**src/shared/dbc_pkg.sv**
```systemverilog
// Constants, field layouts and carrier types of the debug byte channel
package dbc_pkg;

  // Avalon-MM register map (byte addresses, one word each)
  localparam int         ADDR_W          = 8;
  localparam logic [7:0] OFS_CHAN        = 8'h00;
  localparam logic [7:0] OFS_MCU_STATUS  = 8'h04;
  localparam logic [7:0] OFS_CFG_STATUS  = 8'h08;
  localparam logic [7:0] OFS_IRQ_STATUS  = 8'h0c;
  localparam logic [7:0] OFS_IRQ_MASK    = 8'h10;
  localparam logic [7:0] OFS_PLAIN_IO    = 8'h14;

  // Channel register fields
  localparam int CHAN_DIRTY_BIT = 7;

  // mcu_status_register fields
  localparam int MCU_TAP_DISABLE_BIT = 0;

  // Config status fields
  localparam int CFG_DBG_FUSE_BIT   = 0;
  localparam int CFG_TAP_FUSE_BIT   = 1;
  localparam int CFG_LOCK1_BIT      = 2;
  localparam int CFG_LOCK2_BIT      = 3;
  localparam int CFG_ACCESS_BIT     = 4;
  localparam int CFG_GATE_BIT       = 5;
  localparam int CFG_TAP_ACTIVE_BIT = 6;

  // Interrupt status / mask fields
  localparam int IRQ_W           = 3;
  localparam int IRQ_COLLECT_BIT = 0;
  localparam int IRQ_OVERRUN_BIT = 1;
  localparam int IRQ_REFUSED_BIT = 2;

  // Fuse and lock byte fields (1 = programmed)
  localparam int FUSE_DBG_BIT  = 0;
  localparam int FUSE_TAP_BIT  = 1;
  localparam int LOCK_ONE_BIT  = 0;
  localparam int LOCK_TWO_BIT  = 1;

  // Reset values
  localparam logic [7:0] RST_CHAN  = 8'h00;
  localparam logic [1:0] RST_FUSE  = 2'h2;
  localparam logic [1:0] RST_LOCK  = 2'h0;
  localparam logic [7:0] RST_PLAIN = 8'h00;

  // Test access port instruction register
  localparam int         IR_W           = 4;
  localparam logic [3:0] IR_PROG_WRITE  = 4'h4;
  localparam logic [3:0] IR_PROG_READ   = 4'h5;
  localparam logic [3:0] IR_CHIP_ERASE  = 4'h6;
  localparam logic [3:0] IR_PRIV_READ   = 4'h8;
  localparam logic [3:0] IR_PRIV_CLEAR  = 4'h9;
  localparam logic [3:0] IR_PRIV_ACCESS = 4'ha;
  localparam logic [3:0] IR_BYPASS      = 4'hf;
  localparam logic [3:0] IR_CAPTURE     = 4'h1;

  // Programming data register layout
  localparam int DR_W      = 24;
  localparam int NVM_AW    = 14;
  localparam int SYNC_W    = 3;

  // Nonvolatile spaces
  localparam logic [1:0] SPACE_FLASH  = 2'h0;
  localparam logic [1:0] SPACE_EEPROM = 2'h1;
  localparam logic [1:0] SPACE_FUSE   = 2'h2;
  localparam logic [1:0] SPACE_LOCK   = 2'h3;

  // Request towards the nonvolatile arrays
  typedef struct packed {
    logic              we;
    logic              erase;
    logic [1:0]        space;
    logic [NVM_AW-1:0] addr;
    logic [7:0]        wdata;
  } dbc_nvm_t;

  // Test access port state levels
  typedef struct packed {
    logic cap_dr;
    logic sh_dr;
    logic upd_dr;
    logic sh_ir;
  } dbc_tap_lvl_t;

  typedef enum logic [3:0] {
    ST_RESET, ST_IDLE, ST_SEL_DR, ST_CAP_DR, ST_SH_DR, ST_EX1_DR, ST_PAU_DR,
    ST_EX2_DR, ST_UPD_DR, ST_SEL_IR, ST_CAP_IR, ST_SH_IR, ST_EX1_IR,
    ST_PAU_IR, ST_EX2_IR, ST_UPD_IR
  } dbc_tap_st_t;

endpackage

```
**src/hw/dbc_sync.sv**
```systemverilog
// Two-flop synchronisers for the pin inputs
`timescale 1ns/100ps
module dbc_sync
  import dbc_pkg::*;
(
  input  wire logic              clk,
  input  wire logic              rst_b,
  input  wire logic [SYNC_W-1:0] pin_in,
  output logic      [SYNC_W-1:0] pin_sync
);

  logic [SYNC_W-1:0] meta_reg;

  // First stage feeds only the second stage
  genvar g;
  generate
    for (g = 0; g < SYNC_W; g++) begin : g_sync
      always_ff @(posedge clk or negedge rst_b) begin
        if (!rst_b) begin
          meta_reg[g] <= 1'b0;
          pin_sync[g] <= 1'b0;
        end else begin
          meta_reg[g] <= pin_in[g];
          pin_sync[g] <= meta_reg[g];
        end
      end
    end
  endgenerate

endmodule // dbc_sync

```
**src/hw/dbc_tap.sv**
```systemverilog
// Test access port controller and instruction register
`timescale 1ns/100ps
module dbc_tap
  import dbc_pkg::*;
(
  input  wire logic            clk,
  input  wire logic            rst_b,
  input  wire logic            tap_en,
  input  wire logic            tck_rise,
  input  wire logic            tms_s,
  input  wire logic            tdi_s,
  output dbc_tap_lvl_t         lvl,
  output logic      [IR_W-1:0] ir_reg,
  output logic                 ir_lsb
);

  dbc_tap_st_t     st_reg;
  dbc_tap_st_t     st_next;
  logic [IR_W-1:0] ir_sh_reg;

  // Standard sixteen-state walk on tms
  always_comb begin
    st_next = st_reg;
    case (st_reg)
      ST_RESET:  st_next = tms_s ? ST_RESET : ST_IDLE;
      ST_IDLE:   st_next = tms_s ? ST_SEL_DR : ST_IDLE;
      ST_SEL_DR: st_next = tms_s ? ST_SEL_IR : ST_CAP_DR;
      ST_CAP_DR: st_next = tms_s ? ST_EX1_DR : ST_SH_DR;
      ST_SH_DR:  st_next = tms_s ? ST_EX1_DR : ST_SH_DR;
      ST_EX1_DR: st_next = tms_s ? ST_UPD_DR : ST_PAU_DR;
      ST_PAU_DR: st_next = tms_s ? ST_EX2_DR : ST_PAU_DR;
      ST_EX2_DR: st_next = tms_s ? ST_UPD_DR : ST_SH_DR;
      ST_UPD_DR: st_next = tms_s ? ST_SEL_DR : ST_IDLE;
      ST_SEL_IR: st_next = tms_s ? ST_RESET : ST_CAP_IR;
      ST_CAP_IR: st_next = tms_s ? ST_EX1_IR : ST_SH_IR;
      ST_SH_IR:  st_next = tms_s ? ST_EX1_IR : ST_SH_IR;
      ST_EX1_IR: st_next = tms_s ? ST_UPD_IR : ST_PAU_IR;
      ST_PAU_IR: st_next = tms_s ? ST_EX2_IR : ST_PAU_IR;
      ST_EX2_IR: st_next = tms_s ? ST_UPD_IR : ST_SH_IR;
      ST_UPD_IR: st_next = tms_s ? ST_SEL_DR : ST_IDLE;
      default:   st_next = ST_RESET;
    endcase
  end

  // Held in reset while the port is disabled
  always_ff @(posedge clk or negedge rst_b) begin
    if (!rst_b) begin
      st_reg <= ST_RESET;
    end else if (!tap_en) begin
      st_reg <= ST_RESET;
    end else if (tck_rise) begin
      st_reg <= st_next;
    end
  end

  // Instruction shift and update
  always_ff @(posedge clk or negedge rst_b) begin
    if (!rst_b) begin
      ir_sh_reg <= IR_BYPASS;
      ir_reg    <= IR_BYPASS;
    end else if (!tap_en || st_reg == ST_RESET) begin
      ir_sh_reg <= IR_BYPASS;
      ir_reg    <= IR_BYPASS;
    end else if (tck_rise) begin
      if (st_reg == ST_CAP_IR) begin
        ir_sh_reg <= IR_CAPTURE;
      end else if (st_reg == ST_SH_IR) begin
        ir_sh_reg <= {tdi_s, ir_sh_reg[IR_W-1:1]};
      end else if (st_reg == ST_UPD_IR) begin
        ir_reg <= ir_sh_reg;
      end
    end
  end

  assign ir_lsb     = ir_sh_reg[0];
  assign lvl.cap_dr = (st_reg == ST_CAP_DR);
  assign lvl.sh_dr  = (st_reg == ST_SH_DR);
  assign lvl.upd_dr = (st_reg == ST_UPD_DR);
  assign lvl.sh_ir  = (st_reg == ST_SH_IR);

endmodule // dbc_tap

```
**src/hw/dbc_top.sv**
```systemverilog
// CPU-to-debugger byte channel with test access port and fuse gating
//
// Design decisions made here: the register addresses and the Avalon-MM slave port.
`timescale 1ns/100ps
module dbc_top
  import dbc_pkg::*;
(
  input  wire logic              clk,
  input  wire logic              rst_b,
  // Avalon-MM slave
  input  wire logic [ADDR_W-1:0] avs_address,
  input  wire logic              avs_read,
  input  wire logic              avs_write,
  input  wire logic [31:0]       avs_writedata,
  input  wire logic [3:0]        avs_byteenable,
  output logic      [31:0]       avs_readdata,
  output logic                   avs_waitrequest,
  output logic                   irq,
  // Four-pin test port
  input  wire logic              tck,
  input  wire logic              tms,
  input  wire logic              tdi,
  output logic                   tdo,
  output logic                   tdo_oe,
  // Nonvolatile arrays
  output dbc_nvm_t               nvm,
  input  wire logic [7:0]        nvm_rdata
);

  ////////////////////////////////////////////////////////////////////////////
  // Declarations

  logic [SYNC_W-1:0] pin_sync;
  logic              tck_s;
  logic              tms_s;
  logic              tdi_s;
  logic              tck_prev_reg;
  logic              tck_rise;
  logic              tck_fall;
  dbc_tap_lvl_t      lvl;
  logic [IR_W-1:0]   ir;
  logic              ir_lsb;
  logic [DR_W-1:0]   dr_reg;
  logic              bypass_reg;
  logic              cap_dr;
  logic              upd_dr;
  logic              sh_dr;
  logic [7:0]        chan_reg;
  logic              dirty_reg;
  logic [7:0]        plain_reg;
  logic              tap_dis_reg;
  logic [1:0]        fuse_reg;
  logic [1:0]        lock_reg;
  logic              access_reg;
  logic [IRQ_W-1:0]  irq_stat_reg;
  logic [IRQ_W-1:0]  irq_mask_reg;
  logic [IRQ_W-1:0]  irq_event;
  logic              tap_en;
  logic              locked;
  logic              dbg_ok;
  logic              gate_open;
  logic              bus_req;
  logic              bus_do;
  logic              wr_lo;
  logic              cpu_chan_wr;
  logic              dbg_clear;
  logic              fuse_refused;
  logic [7:0]        fuse_wr;
  logic [31:0]       rdata_next;

  ////////////////////////////////////////////////////////////////////////////
  // Pin synchronisation and clock edge detection

  dbc_sync u_sync (
    .clk      (clk),
    .rst_b    (rst_b),
    .pin_in   ({tck, tms, tdi}),
    .pin_sync (pin_sync)
  );

  assign tck_s = pin_sync[2];
  assign tms_s = pin_sync[1];
  assign tdi_s = pin_sync[0];

  // Edges seen only after two stages of sync
  always_ff @(posedge clk or negedge rst_b) begin
    if (!rst_b) begin
      tck_prev_reg <= 1'b0;
    end else begin
      tck_prev_reg <= tck_s;
    end
  end

  assign tck_rise = tck_s & ~tck_prev_reg;
  assign tck_fall = ~tck_s & tck_prev_reg;

  ////////////////////////////////////////////////////////////////////////////
  // Security gating

  // Port runs only with its fuse and the disable bit clear
  assign tap_en    = fuse_reg[FUSE_TAP_BIT] & ~tap_dis_reg;
  assign locked    = |lock_reg;
  // No debug back door once any lock is set
  assign dbg_ok    = fuse_reg[FUSE_DBG_BIT] & ~locked;
  // Shared address goes to the channel only when both agree
  assign gate_open = dbg_ok & access_reg;

  ////////////////////////////////////////////////////////////////////////////
  // Test access port

  dbc_tap u_tap (
    .clk      (clk),
    .rst_b    (rst_b),
    .tap_en   (tap_en),
    .tck_rise (tck_rise),
    .tms_s    (tms_s),
    .tdi_s    (tdi_s),
    .lvl      (lvl),
    .ir_reg   (ir),
    .ir_lsb   (ir_lsb)
  );

  // Actions happen on the tck edge that leaves each state
  assign cap_dr = tck_rise & lvl.cap_dr;
  assign sh_dr  = tck_rise & lvl.sh_dr;
  assign upd_dr = tck_rise & lvl.upd_dr;

  // Private instructions act only while debug is permitted
  assign dbg_clear = upd_dr & dbg_ok & (ir == IR_PRIV_CLEAR);

  // Fuse byte as written, debug fuse refused while locked
  always_comb begin
    fuse_wr      = dr_reg[7:0];
    fuse_refused = 1'b0;
    if (locked && fuse_wr[FUSE_DBG_BIT] && !fuse_reg[FUSE_DBG_BIT]) begin
      fuse_wr[FUSE_DBG_BIT] = 1'b0;
      fuse_refused          = upd_dr & (ir == IR_PROG_WRITE) &
                              (dr_reg[23:22] == SPACE_FUSE);
    end
  end

  // Data register: capture, shift lsb first, tdi into msb
  always_ff @(posedge clk or negedge rst_b) begin
    if (!rst_b) begin
      dr_reg <= '0;
    end else if (cap_dr) begin
      if (ir == IR_PRIV_READ && dbg_ok) begin
        dr_reg <= {15'h0000, dirty_reg, chan_reg};
      end else if (ir == IR_PROG_READ) begin
        case (nvm.space)
          SPACE_FUSE:  dr_reg <= {nvm.space, nvm.addr, 6'h00, fuse_reg};
          SPACE_LOCK:  dr_reg <= {nvm.space, nvm.addr, 6'h00, lock_reg};
          // Verify read-out blocked by the second lock
          default:     dr_reg <= {nvm.space, nvm.addr,
                                  lock_reg[LOCK_TWO_BIT] ? 8'h00 : nvm_rdata};
        endcase
      end else begin
        dr_reg <= dr_reg;
      end
    end else if (sh_dr) begin
      dr_reg <= {tdi_s, dr_reg[DR_W-1:1]};
    end
  end

  // Bypass bit for every other instruction
  always_ff @(posedge clk or negedge rst_b) begin
    if (!rst_b) begin
      bypass_reg <= 1'b0;
    end else if (cap_dr) begin
      bypass_reg <= 1'b0;
    end else if (sh_dr) begin
      bypass_reg <= tdi_s;
    end
  end

  // Output changes on falling tck so the debugger samples it stable
  always_ff @(posedge clk or negedge rst_b) begin
    if (!rst_b) begin
      tdo    <= 1'b0;
      tdo_oe <= 1'b0;
    end else if (!tap_en) begin
      tdo    <= 1'b0;
      tdo_oe <= 1'b0;
    end else if (tck_fall) begin
      tdo_oe <= lvl.sh_dr | lvl.sh_ir;
      if (lvl.sh_ir) begin
        tdo <= ir_lsb;
      end else if (ir == IR_PROG_WRITE || ir == IR_PROG_READ ||
                   (dbg_ok && (ir == IR_PRIV_READ || ir == IR_PRIV_ACCESS))) begin
        tdo <= dr_reg[0];
      end else begin
        tdo <= bypass_reg;
      end
    end
  end

  ////////////////////////////////////////////////////////////////////////////
  // Programming of nonvolatile content

  // Fuses and locks; locks only become set, erase clears them
  always_ff @(posedge clk or negedge rst_b) begin
    if (!rst_b) begin
      fuse_reg <= RST_FUSE;
      lock_reg <= RST_LOCK;
    end else if (upd_dr && ir == IR_CHIP_ERASE) begin
      lock_reg <= RST_LOCK;
    end else if (upd_dr && ir == IR_PROG_WRITE) begin
      if (dr_reg[23:22] == SPACE_FUSE) begin
        fuse_reg <= fuse_wr[1:0];
      end else if (dr_reg[23:22] == SPACE_LOCK) begin
        lock_reg <= lock_reg | dr_reg[1:0];
      end
    end
  end

  // Array request: one-cycle strobes, address held for verify
  always_ff @(posedge clk or negedge rst_b) begin
    if (!rst_b) begin
      nvm <= '0;
    end else begin
      nvm.we    <= 1'b0;
      nvm.erase <= 1'b0;
      if (upd_dr && ir == IR_CHIP_ERASE) begin
        nvm.erase <= 1'b1;
      end else if (upd_dr && (ir == IR_PROG_WRITE || ir == IR_PROG_READ)) begin
        nvm.space <= dr_reg[23:22];
        nvm.addr  <= dr_reg[21:8];
        nvm.wdata <= dr_reg[7:0];
        // First lock stops further array writes
        nvm.we    <= (ir == IR_PROG_WRITE) & ~dr_reg[23] &
                     ~lock_reg[LOCK_ONE_BIT];
      end
    end
  end

  ////////////////////////////////////////////////////////////////////////////
  // Avalon-MM slave

  assign bus_req = avs_read | avs_write;
  // Access completes on the edge that sees waitrequest low
  assign bus_do  = bus_req & ~avs_waitrequest;
  assign wr_lo   = avs_write & bus_do & avs_byteenable[0];
  assign cpu_chan_wr = wr_lo & (avs_address == OFS_CHAN) & gate_open;

  // One wait cycle per access
  always_ff @(posedge clk or negedge rst_b) begin
    if (!rst_b) begin
      avs_waitrequest <= 1'b1;
    end else begin
      avs_waitrequest <= ~(bus_req & avs_waitrequest);
    end
  end

  // Read mux, unmapped addresses read zero
  always_comb begin
    rdata_next = 32'h0000_0000;
    if (avs_address == OFS_CHAN) begin
      if (gate_open) begin
        rdata_next[7:0] = {dirty_reg, chan_reg[6:0]};
      end else begin
        rdata_next[7:0] = plain_reg;
      end
    end else if (avs_address == OFS_MCU_STATUS) begin
      rdata_next[MCU_TAP_DISABLE_BIT] = tap_dis_reg;
    end else if (avs_address == OFS_CFG_STATUS) begin
      rdata_next[CFG_DBG_FUSE_BIT]   = fuse_reg[FUSE_DBG_BIT];
      rdata_next[CFG_TAP_FUSE_BIT]   = fuse_reg[FUSE_TAP_BIT];
      rdata_next[CFG_LOCK1_BIT]      = lock_reg[LOCK_ONE_BIT];
      rdata_next[CFG_LOCK2_BIT]      = lock_reg[LOCK_TWO_BIT];
      rdata_next[CFG_ACCESS_BIT]     = access_reg;
      rdata_next[CFG_GATE_BIT]       = gate_open;
      rdata_next[CFG_TAP_ACTIVE_BIT] = tap_en;
    end else if (avs_address == OFS_IRQ_STATUS) begin
      rdata_next[IRQ_W-1:0] = irq_stat_reg;
    end else if (avs_address == OFS_IRQ_MASK) begin
      rdata_next[IRQ_W-1:0] = irq_mask_reg;
    end else if (avs_address == OFS_PLAIN_IO) begin
      rdata_next[7:0] = plain_reg;
    end
  end

  // Read data loaded while waitrequest is high, held through the answer
  always_ff @(posedge clk or negedge rst_b) begin
    if (!rst_b) begin
      avs_readdata <= 32'h0000_0000;
    end else if (avs_read && avs_waitrequest) begin
      avs_readdata <= rdata_next;
    end
  end

  ////////////////////////////////////////////////////////////////////////////
  // Channel register and dirty flag

  // Byte held for the debugger
  always_ff @(posedge clk or negedge rst_b) begin
    if (!rst_b) begin
      chan_reg <= RST_CHAN;
    end else if (cpu_chan_wr) begin
      chan_reg <= avs_writedata[7:0];
    end
  end

  // A CPU write in the clearing cycle wins over the clear
  always_ff @(posedge clk or negedge rst_b) begin
    if (!rst_b) begin
      dirty_reg <= 1'b0;
    end else if (cpu_chan_wr) begin
      dirty_reg <= 1'b1;
    end else if (dbg_clear) begin
      dirty_reg <= 1'b0;
    end
  end

  // Ordinary location behind the shared address
  always_ff @(posedge clk or negedge rst_b) begin
    if (!rst_b) begin
      plain_reg <= RST_PLAIN;
    end else if (wr_lo && ((avs_address == OFS_CHAN && !gate_open) ||
                           avs_address == OFS_PLAIN_IO)) begin
      plain_reg <= avs_writedata[7:0];
    end
  end

  // Debugger grant, dropped whenever debug is no longer permitted
  always_ff @(posedge clk or negedge rst_b) begin
    if (!rst_b) begin
      access_reg <= 1'b0;
    end else if (!dbg_ok) begin
      access_reg <= 1'b0;
    end else if (upd_dr && ir == IR_PRIV_ACCESS) begin
      access_reg <= dr_reg[0];
    end
  end

  // Port disable bit in the mcu status register
  always_ff @(posedge clk or negedge rst_b) begin
    if (!rst_b) begin
      tap_dis_reg <= 1'b0;
    end else if (wr_lo && avs_address == OFS_MCU_STATUS) begin
      tap_dis_reg <= avs_writedata[MCU_TAP_DISABLE_BIT];
    end
  end

  ////////////////////////////////////////////////////////////////////////////
  // Interrupts

  assign irq_event[IRQ_COLLECT_BIT] = dbg_clear & dirty_reg;
  assign irq_event[IRQ_OVERRUN_BIT] = cpu_chan_wr & dirty_reg;
  assign irq_event[IRQ_REFUSED_BIT] = fuse_refused;

  // Sticky bits, write one to clear, new event wins
  always_ff @(posedge clk or negedge rst_b) begin
    if (!rst_b) begin
      irq_stat_reg <= '0;
    end else if (wr_lo && avs_address == OFS_IRQ_STATUS) begin
      irq_stat_reg <= (irq_stat_reg & ~avs_writedata[IRQ_W-1:0]) | irq_event;
    end else begin
      irq_stat_reg <= irq_stat_reg | irq_event;
    end
  end

  // Mask, one enables the source
  always_ff @(posedge clk or negedge rst_b) begin
    if (!rst_b) begin
      irq_mask_reg <= '0;
    end else if (wr_lo && avs_address == OFS_IRQ_MASK) begin
      irq_mask_reg <= avs_writedata[IRQ_W-1:0];
    end
  end

  // Registered level output, one cycle behind the status
  always_ff @(posedge clk or negedge rst_b) begin
    if (!rst_b) begin
      irq <= 1'b0;
    end else begin
      irq <= |(irq_stat_reg & irq_mask_reg);
    end
  end

endmodule // dbc_top

```
**config.mk**
```make
export PLATFORM = sky130hd
export DESIGN_NAME = dbc_top
export DESIGN_NICKNAME = d
export VERILOG_FILES = /design/src/shared/dbc_pkg.sv /design/src/hw/dbc_sync.sv /design/src/hw/dbc_tap.sv /design/src/hw/dbc_top.sv
export SDC_FILE = /design/constraint.sdc
export NUM_CORES = 1
export LEC_CHECK = 0
export ABC_CLOCK_PERIOD_IN_PS = 2400
export BUFFER_PORTS_ARGS = -buffer_cell sky130_fd_sc_hd__buf_2
export CAP_MARGIN = 30
export CORE_ASPECT_RATIO = 1.1
export CORE_MARGIN = 2
export CORE_UTILIZATION = 30
export CTS_BUF_LIST = sky130_fd_sc_hd__clkbuf_16
export DETAILED_ROUTE_END_ITERATION = 12
export PLACE_DENSITY = 0.5
export SLEW_MARGIN = 20
export SYNTH_ARGS = -nofsm -noshare
export SYNTH_HDL_FRONTEND = slang
export SYNTH_SLANG_ARGS = --single-unit
```
**constraint.sdc**
```tcl
create_clock -name clk -period 2.4 [get_ports clk]
set_input_delay 0.48 -clock clk [delete_from_list [all_inputs] [get_ports clk]]
set_output_delay 0.48 -clock clk [all_outputs]
set_load 0.05 [all_outputs]
```
Word-level counts from Yosys, hierarchy flattened
Index checks and enable logic that the tools add are counted.
Storage, ports and cells
  register bits after elaboration: 111
  input bits: 59
  output and inout bits: 62
  logic and storage cells: 212
Cells by class
  equality and inequality tests: 37
  multiplexer cells: 63
  bitwise gates (word level): 39
  reductions and logical operators: 42
Operator list (number)
  $mux 24: 4
  $mux 4: 15
  $pmux 4 s12: 1
  $eq 4x4->1 const B: 11
  $mux 8: 4
  $eq 4x3->1 const B: 7
  $and 1x1->1: 22
  $mux 1: 22
  $eq 8x4->1 const B: 2
  $eq 8x5->1 const B: 2
  $pmux 8 s2: 1
  $mux 3: 5
  $logic_and 1x1->1: 14
  $mux 2: 7
  $mux 7: 2
  $reduce_bool 2->1: 6
  $mux 5: 2
  $not 1->1: 9
  $eq 2x2->1 const B: 4
  $eq 4x2->1 const B: 2
  $eq 8x3->1 const B: 1
  $logic_not 8->1: 1
  $ne 2x1->1 const B: 4
  $and 3x3->3: 2
  16 further kinds: 31

Logic depth before layout (Yosys ltp)
  depth in word-level cells: 9
  depth in mapped cells: 7

Modules after synthesis
A second synthesis with hierarchy kept.
Second synthesis, totals
  cell total of the unflattened synthesis: 510
  area total of the unflattened synthesis: 5811.8 um2
By module, submodules not included
  dbc_top: instances 1, cells each 408, area an instance 4789.6 um2, seq. area each 2329.7 um2
  dbc_tap: instances 1, cells each 96, area an instance 872.1 um2, seq. area each 310.3 um2
  dbc_sync: instances 1, cells each 6, area an instance 150.1 um2, seq. area each 150.1 um2

Worst setup path after synthesis
Ideal clock, no wire load.
  kind: input to register
  start: input port avs_address[1]
  end: register chan_reg[0]
  arrival time: 1979 ps
  required time: 2275 ps
  setup slack: 296 ps
  stages: 5
  path buffers: 1
  cell sequence: or4_1 > clkbuf_1 > nor3_2 > nand3_1 > mux2_2
On the way
  longest elaborated chain between the ends: 3
Ends and longest elaborated chain
  start, declared: line dbc_top.sv:11  | input wire logic [ADDR_W-1:0] avs_address,
  $logic_not 8->1: line dbc_top.sv:243  | assign cpu_chan_wr = wr_lo & (avs_address == OFS_CHAN) & gate_open;
  $and 1x1->1 (2 in a row): line dbc_top.sv:243
  end signal, assigned: line dbc_top.sv:299  | chan_reg <= avs_writedata[7:0];
  end, declared: line dbc_top.sv:48  | logic [7:0] chan_reg;
Every way passes these cells.
A chain may end at the register's enable or synchronous reset.

Worst setup path after layout
  start: register u_tap.ir_reg[3]
  end: register dr_reg[3]
On the way
  longest elaborated chain between the ends: 4
  elaborated cells between the ends (all ways): 7
Ends and longest elaborated chain
  start, declared: line dbc_tap.sv:13  | output logic [IR_W-1:0] ir_reg,
  start signal, assigned: line dbc_tap.sv:70  | ir_reg <= ir_sh_reg;
  $eq 4x4->1: line dbc_top.sv:147  | if (ir == IR_PRIV_READ && dbg_ok) begin
  $logic_and 1x1->1: line dbc_top.sv:147
  $ne 3x1->1 (no line) or $mux 24 (tied branches)
  $reduce_and 2->1 (no line) or $mux 24 (tied branches)
  end signal, assigned: line dbc_top.sv:148  | dr_reg <= {15'h0000, dirty_reg, chan_reg};
  end signal, assigned: line dbc_top.sv:151  | SPACE_FUSE: dr_reg <= {nvm.space, nvm.addr, 6'h00, fuse_reg};
  end signal, assigned: line dbc_top.sv:152  | SPACE_LOCK: dr_reg <= {nvm.space, nvm.addr, 6'h00, lock_reg};
  end, declared: line dbc_top.sv:43  | logic [DR_W-1:0] dr_reg;
Several ways; a longest one is shown, not always the timed one.

==> impl_results.md <==
* Setup Crit Path Kind: reg -> reg
* Buf+Inv Stages, Crit Path at 0
* Port Buf Inserts at 69
* Post-route ant nets at 0
* EDFF count, synth at 0
* Area contributors post-synth: dfrtp_1 (44%), mux2_2 (8.4%), dfstp_2 (4.6%), mux2_4 (4.4%), nand2_1 (3.2%)
* Area Growth Syn to Fin at 16.4%
* Compound-gate portion of the synthesized area at 13.8%
* Clock Root Buffer: clkbuf_16
* Antenna violations before repair at 0
* GR peak layer: met2
* Vias in the first global route at 4423
* Initial core utilization at 30.4%
* Global Route Usage Sum at 14.8%
* Post-Synth XOR/XNOR Area at 0.152%
* Hold Buf Count CTS at 0
* Number of DRC markers in iteration 0 at 240
* Area fraction of the dominant cell type after synthesis at 43.9%
* Top delay family on crit path: compound AO/OA/AOI/OAI gates
* Cell taking the most area after synthesis: dfrtp_1
* Max Cap Violations at 0
* Met3 usage at 2.48%
* Max reg flops at 26
* Setup crit start kind: flop
* Critical path, cell by cell: or3b_2 -> o211a_4 -> a211o_1 -> mux2_4
* Stages on the worst setup path at 4
* Std cell rows at 53
* Synthesized area per cell at 10.9 um^2
* # fillers at 1913
* Tcrit/Tclk final at 88.7%
* WL per Instance at 16.5 um
* Fin crit period at 2.13 ns
* Relative slew slack at 57.5%
* Final hold slack at 0.0815 ns
* Synth async-reset ratio at 100%
* Gr ovfl total at 0
* Gpl congestion at 0.830
* RSZ-0062 raised after global routing: false
* Netlist Area Pre-Place at 5760 um^2
* Multi-input logic area at 2650 um^2
* Worst r2r path cells at 4
* Crit path max fanout at 9
* Setup crit end kind: flop
* Final max-slew violation count at 0
* Hold Crit Class: in -> async
* Critical Path Max Stage Delay at 0.59 ns
* CTS resizes at 0
* Postcts setup bufs at 0
* Worst-Margin Slew at 0.635 ns
* Final HPWL from detailed placement at 10400 um
* Post-Route WL at 14200 um
* Routing usage on met1 at 19.9%
* Vias after detailed routing at 4352
* Status: complete, no violations
* Setup tns final at 0 ns
* Number of vias per cell at 5.05
* Critical Path Source: u_tap.ir_reg[3]
* Synth cell types at 71
* Mux contribution to synthesized area at 14.4%
* Main combinational cell family by area after synthesis: simple AND/OR/NAND/NOR gates
* First-pass GRT wire length at 23700 um
* Clock Sinks at 111
* Static Leak at 0.00324 uW
* PD cells at 573 nW/um^2
* Count leader, synth: dfrtp_1
* Slowest stage cell, crit path: dfstp_2
* Die Y at 149 um
* Drt first pass iters at 4
* H-tree level count at 3
* CTS tree: yes
* Largest net degree at the start of global routing at 71
* CP Data Required Time at 2.65 ns
* Skew final at 0.0101 ns
* Cells after DPL at 845
* Worst-Skew Late Latency at 0.36 ns
* VDD IR max at 0.321 mV
* Post-synthesis sequential area ratio at 48.4%
* Number of failing hold endpoints at the final stage at 0
* Clock Path Buffers at 2
* I/O pins at 121
* Die area at 20300 um^2
* R2r startpoint: u_tap.ir_reg[3]
* Number of diodes at 0
* Finished Layout Cells at 861
* Core area at 19000 um^2
* Synth Flop Type: dfrtp_1
* Clock slew at reported path FFs at 0.08 ns
* Achievable Freq at 0.470 GHz
* Nets at 668
* # DRC at 0
* Synth Area in Adders at 0%
* Synth Register Bits at 111
* TritonCTS Buffers at 9
* Share of cells above drive strength 1 at 32.7%
* Worst EP arrival at 2.38 ns
* Reg area at 2790 um^2
* Synthesis Warnings at 0
* Setup-failing EPs final at 0
* Post-synth top cells: dfrtp_1 (101), nand2_1 (49), mux2_2 (43), nand3_1 (29), nor2_1 (25)
* Cells after Synth at 531
* Met2 GRT Util at 24.2%
* Simple logic cell fraction of the synthesized area at 16.2%
* Die X at 136 um
-- per-layer routing --
metal	up-vias	part of all wire, %
li1	2046	-
met1	2192	45
met2	101	49
met3	13	3.9
met4	0	1.5
met5	-	0
-- layout make-up --
class | instances | share of cell area, %
well taps | 247 | 4.61
clock inverters | 7 | 1.17
inverters | 12 | 0.671
flip-flops and latches | 111 | 41.6
repair buffers | 102 | 9.06
multi-input cells | 373 | 39.5
clock buffers | 9 | 3.36
-- worst register-to-register path, delay by kind of cell, from the launching register on --
| kind | cells | cell delay (ns) |
|---|---|---|
| and+or+nand+nor | 1 | 0.58 |
| AOI/OAI and AO/OA | 2 | 0.60 |
| DFF | 1 | 0.59 |
| muxes | 1 | 0.26 |
-- where the power goes --
group	switching [uW]	internal [uW]	total [uW]
Sequential	20.5	1900	1920
Clock	742	825	1570
Combinational	276	79.2	356
-- final timing paths --
kind / endpoint / slack, ns
setup / recovery: dr_reg[3] / 0.27
hold / removal: avs_waitrequest / 0.08
setup reg to reg: dr_reg[3] / 0.27
hold reg to reg: u_sync.pin_sync[1] / 0.35
max in group asynchronous: nvm[19] / 1.81
min in group clk: u_sync.meta_reg[2] / 0.23
-- per-stage QoR --
| stage | power, uW | cell area [um^2] | util, % | worst slack, ns |
|---|---|---|---|---|
| detailed placement | 2320 | 6400 | 33.8 | 0.214 |
| global placement | 2310 | 6400 | 33.8 | 0.222 |
| finish | 3840 | 6710 | 35.4 | 0.272 |
| CTS | 3890 | 6710 | 35.4 | 0.271 |
| global route | 4000 | 6710 | 35.4 | 0.223 |
| floorplan | 2220 | 5850 | - | 0.296 |
-- cell usage in the layout, fill, tap and decap left out, drive strengths merged, types with 9 or more instances in the layout --
cell type,count
mux2i,9
a22o,15
dfrtp,101
conb,24
nand2,49
nor2,25
nand3,29
o21ai,25
clkbuf,9
nor3,9
a21oi,9
mux2,60
inv,15
buf,102
dfstp,10
-- cells by family (layout without fill, tap and decap cells) --
group | count (synthesis) | count (layout)
simple gates | 171 | 171
mux | 69 | 69
compound gates | 108 | 108
buf+inv | 70 | 130
xor+xnor | 1 | 1
other cells | 1 | 24
flops | 111 | 111
Note: power is estimated with default switching activity, not from simulation.
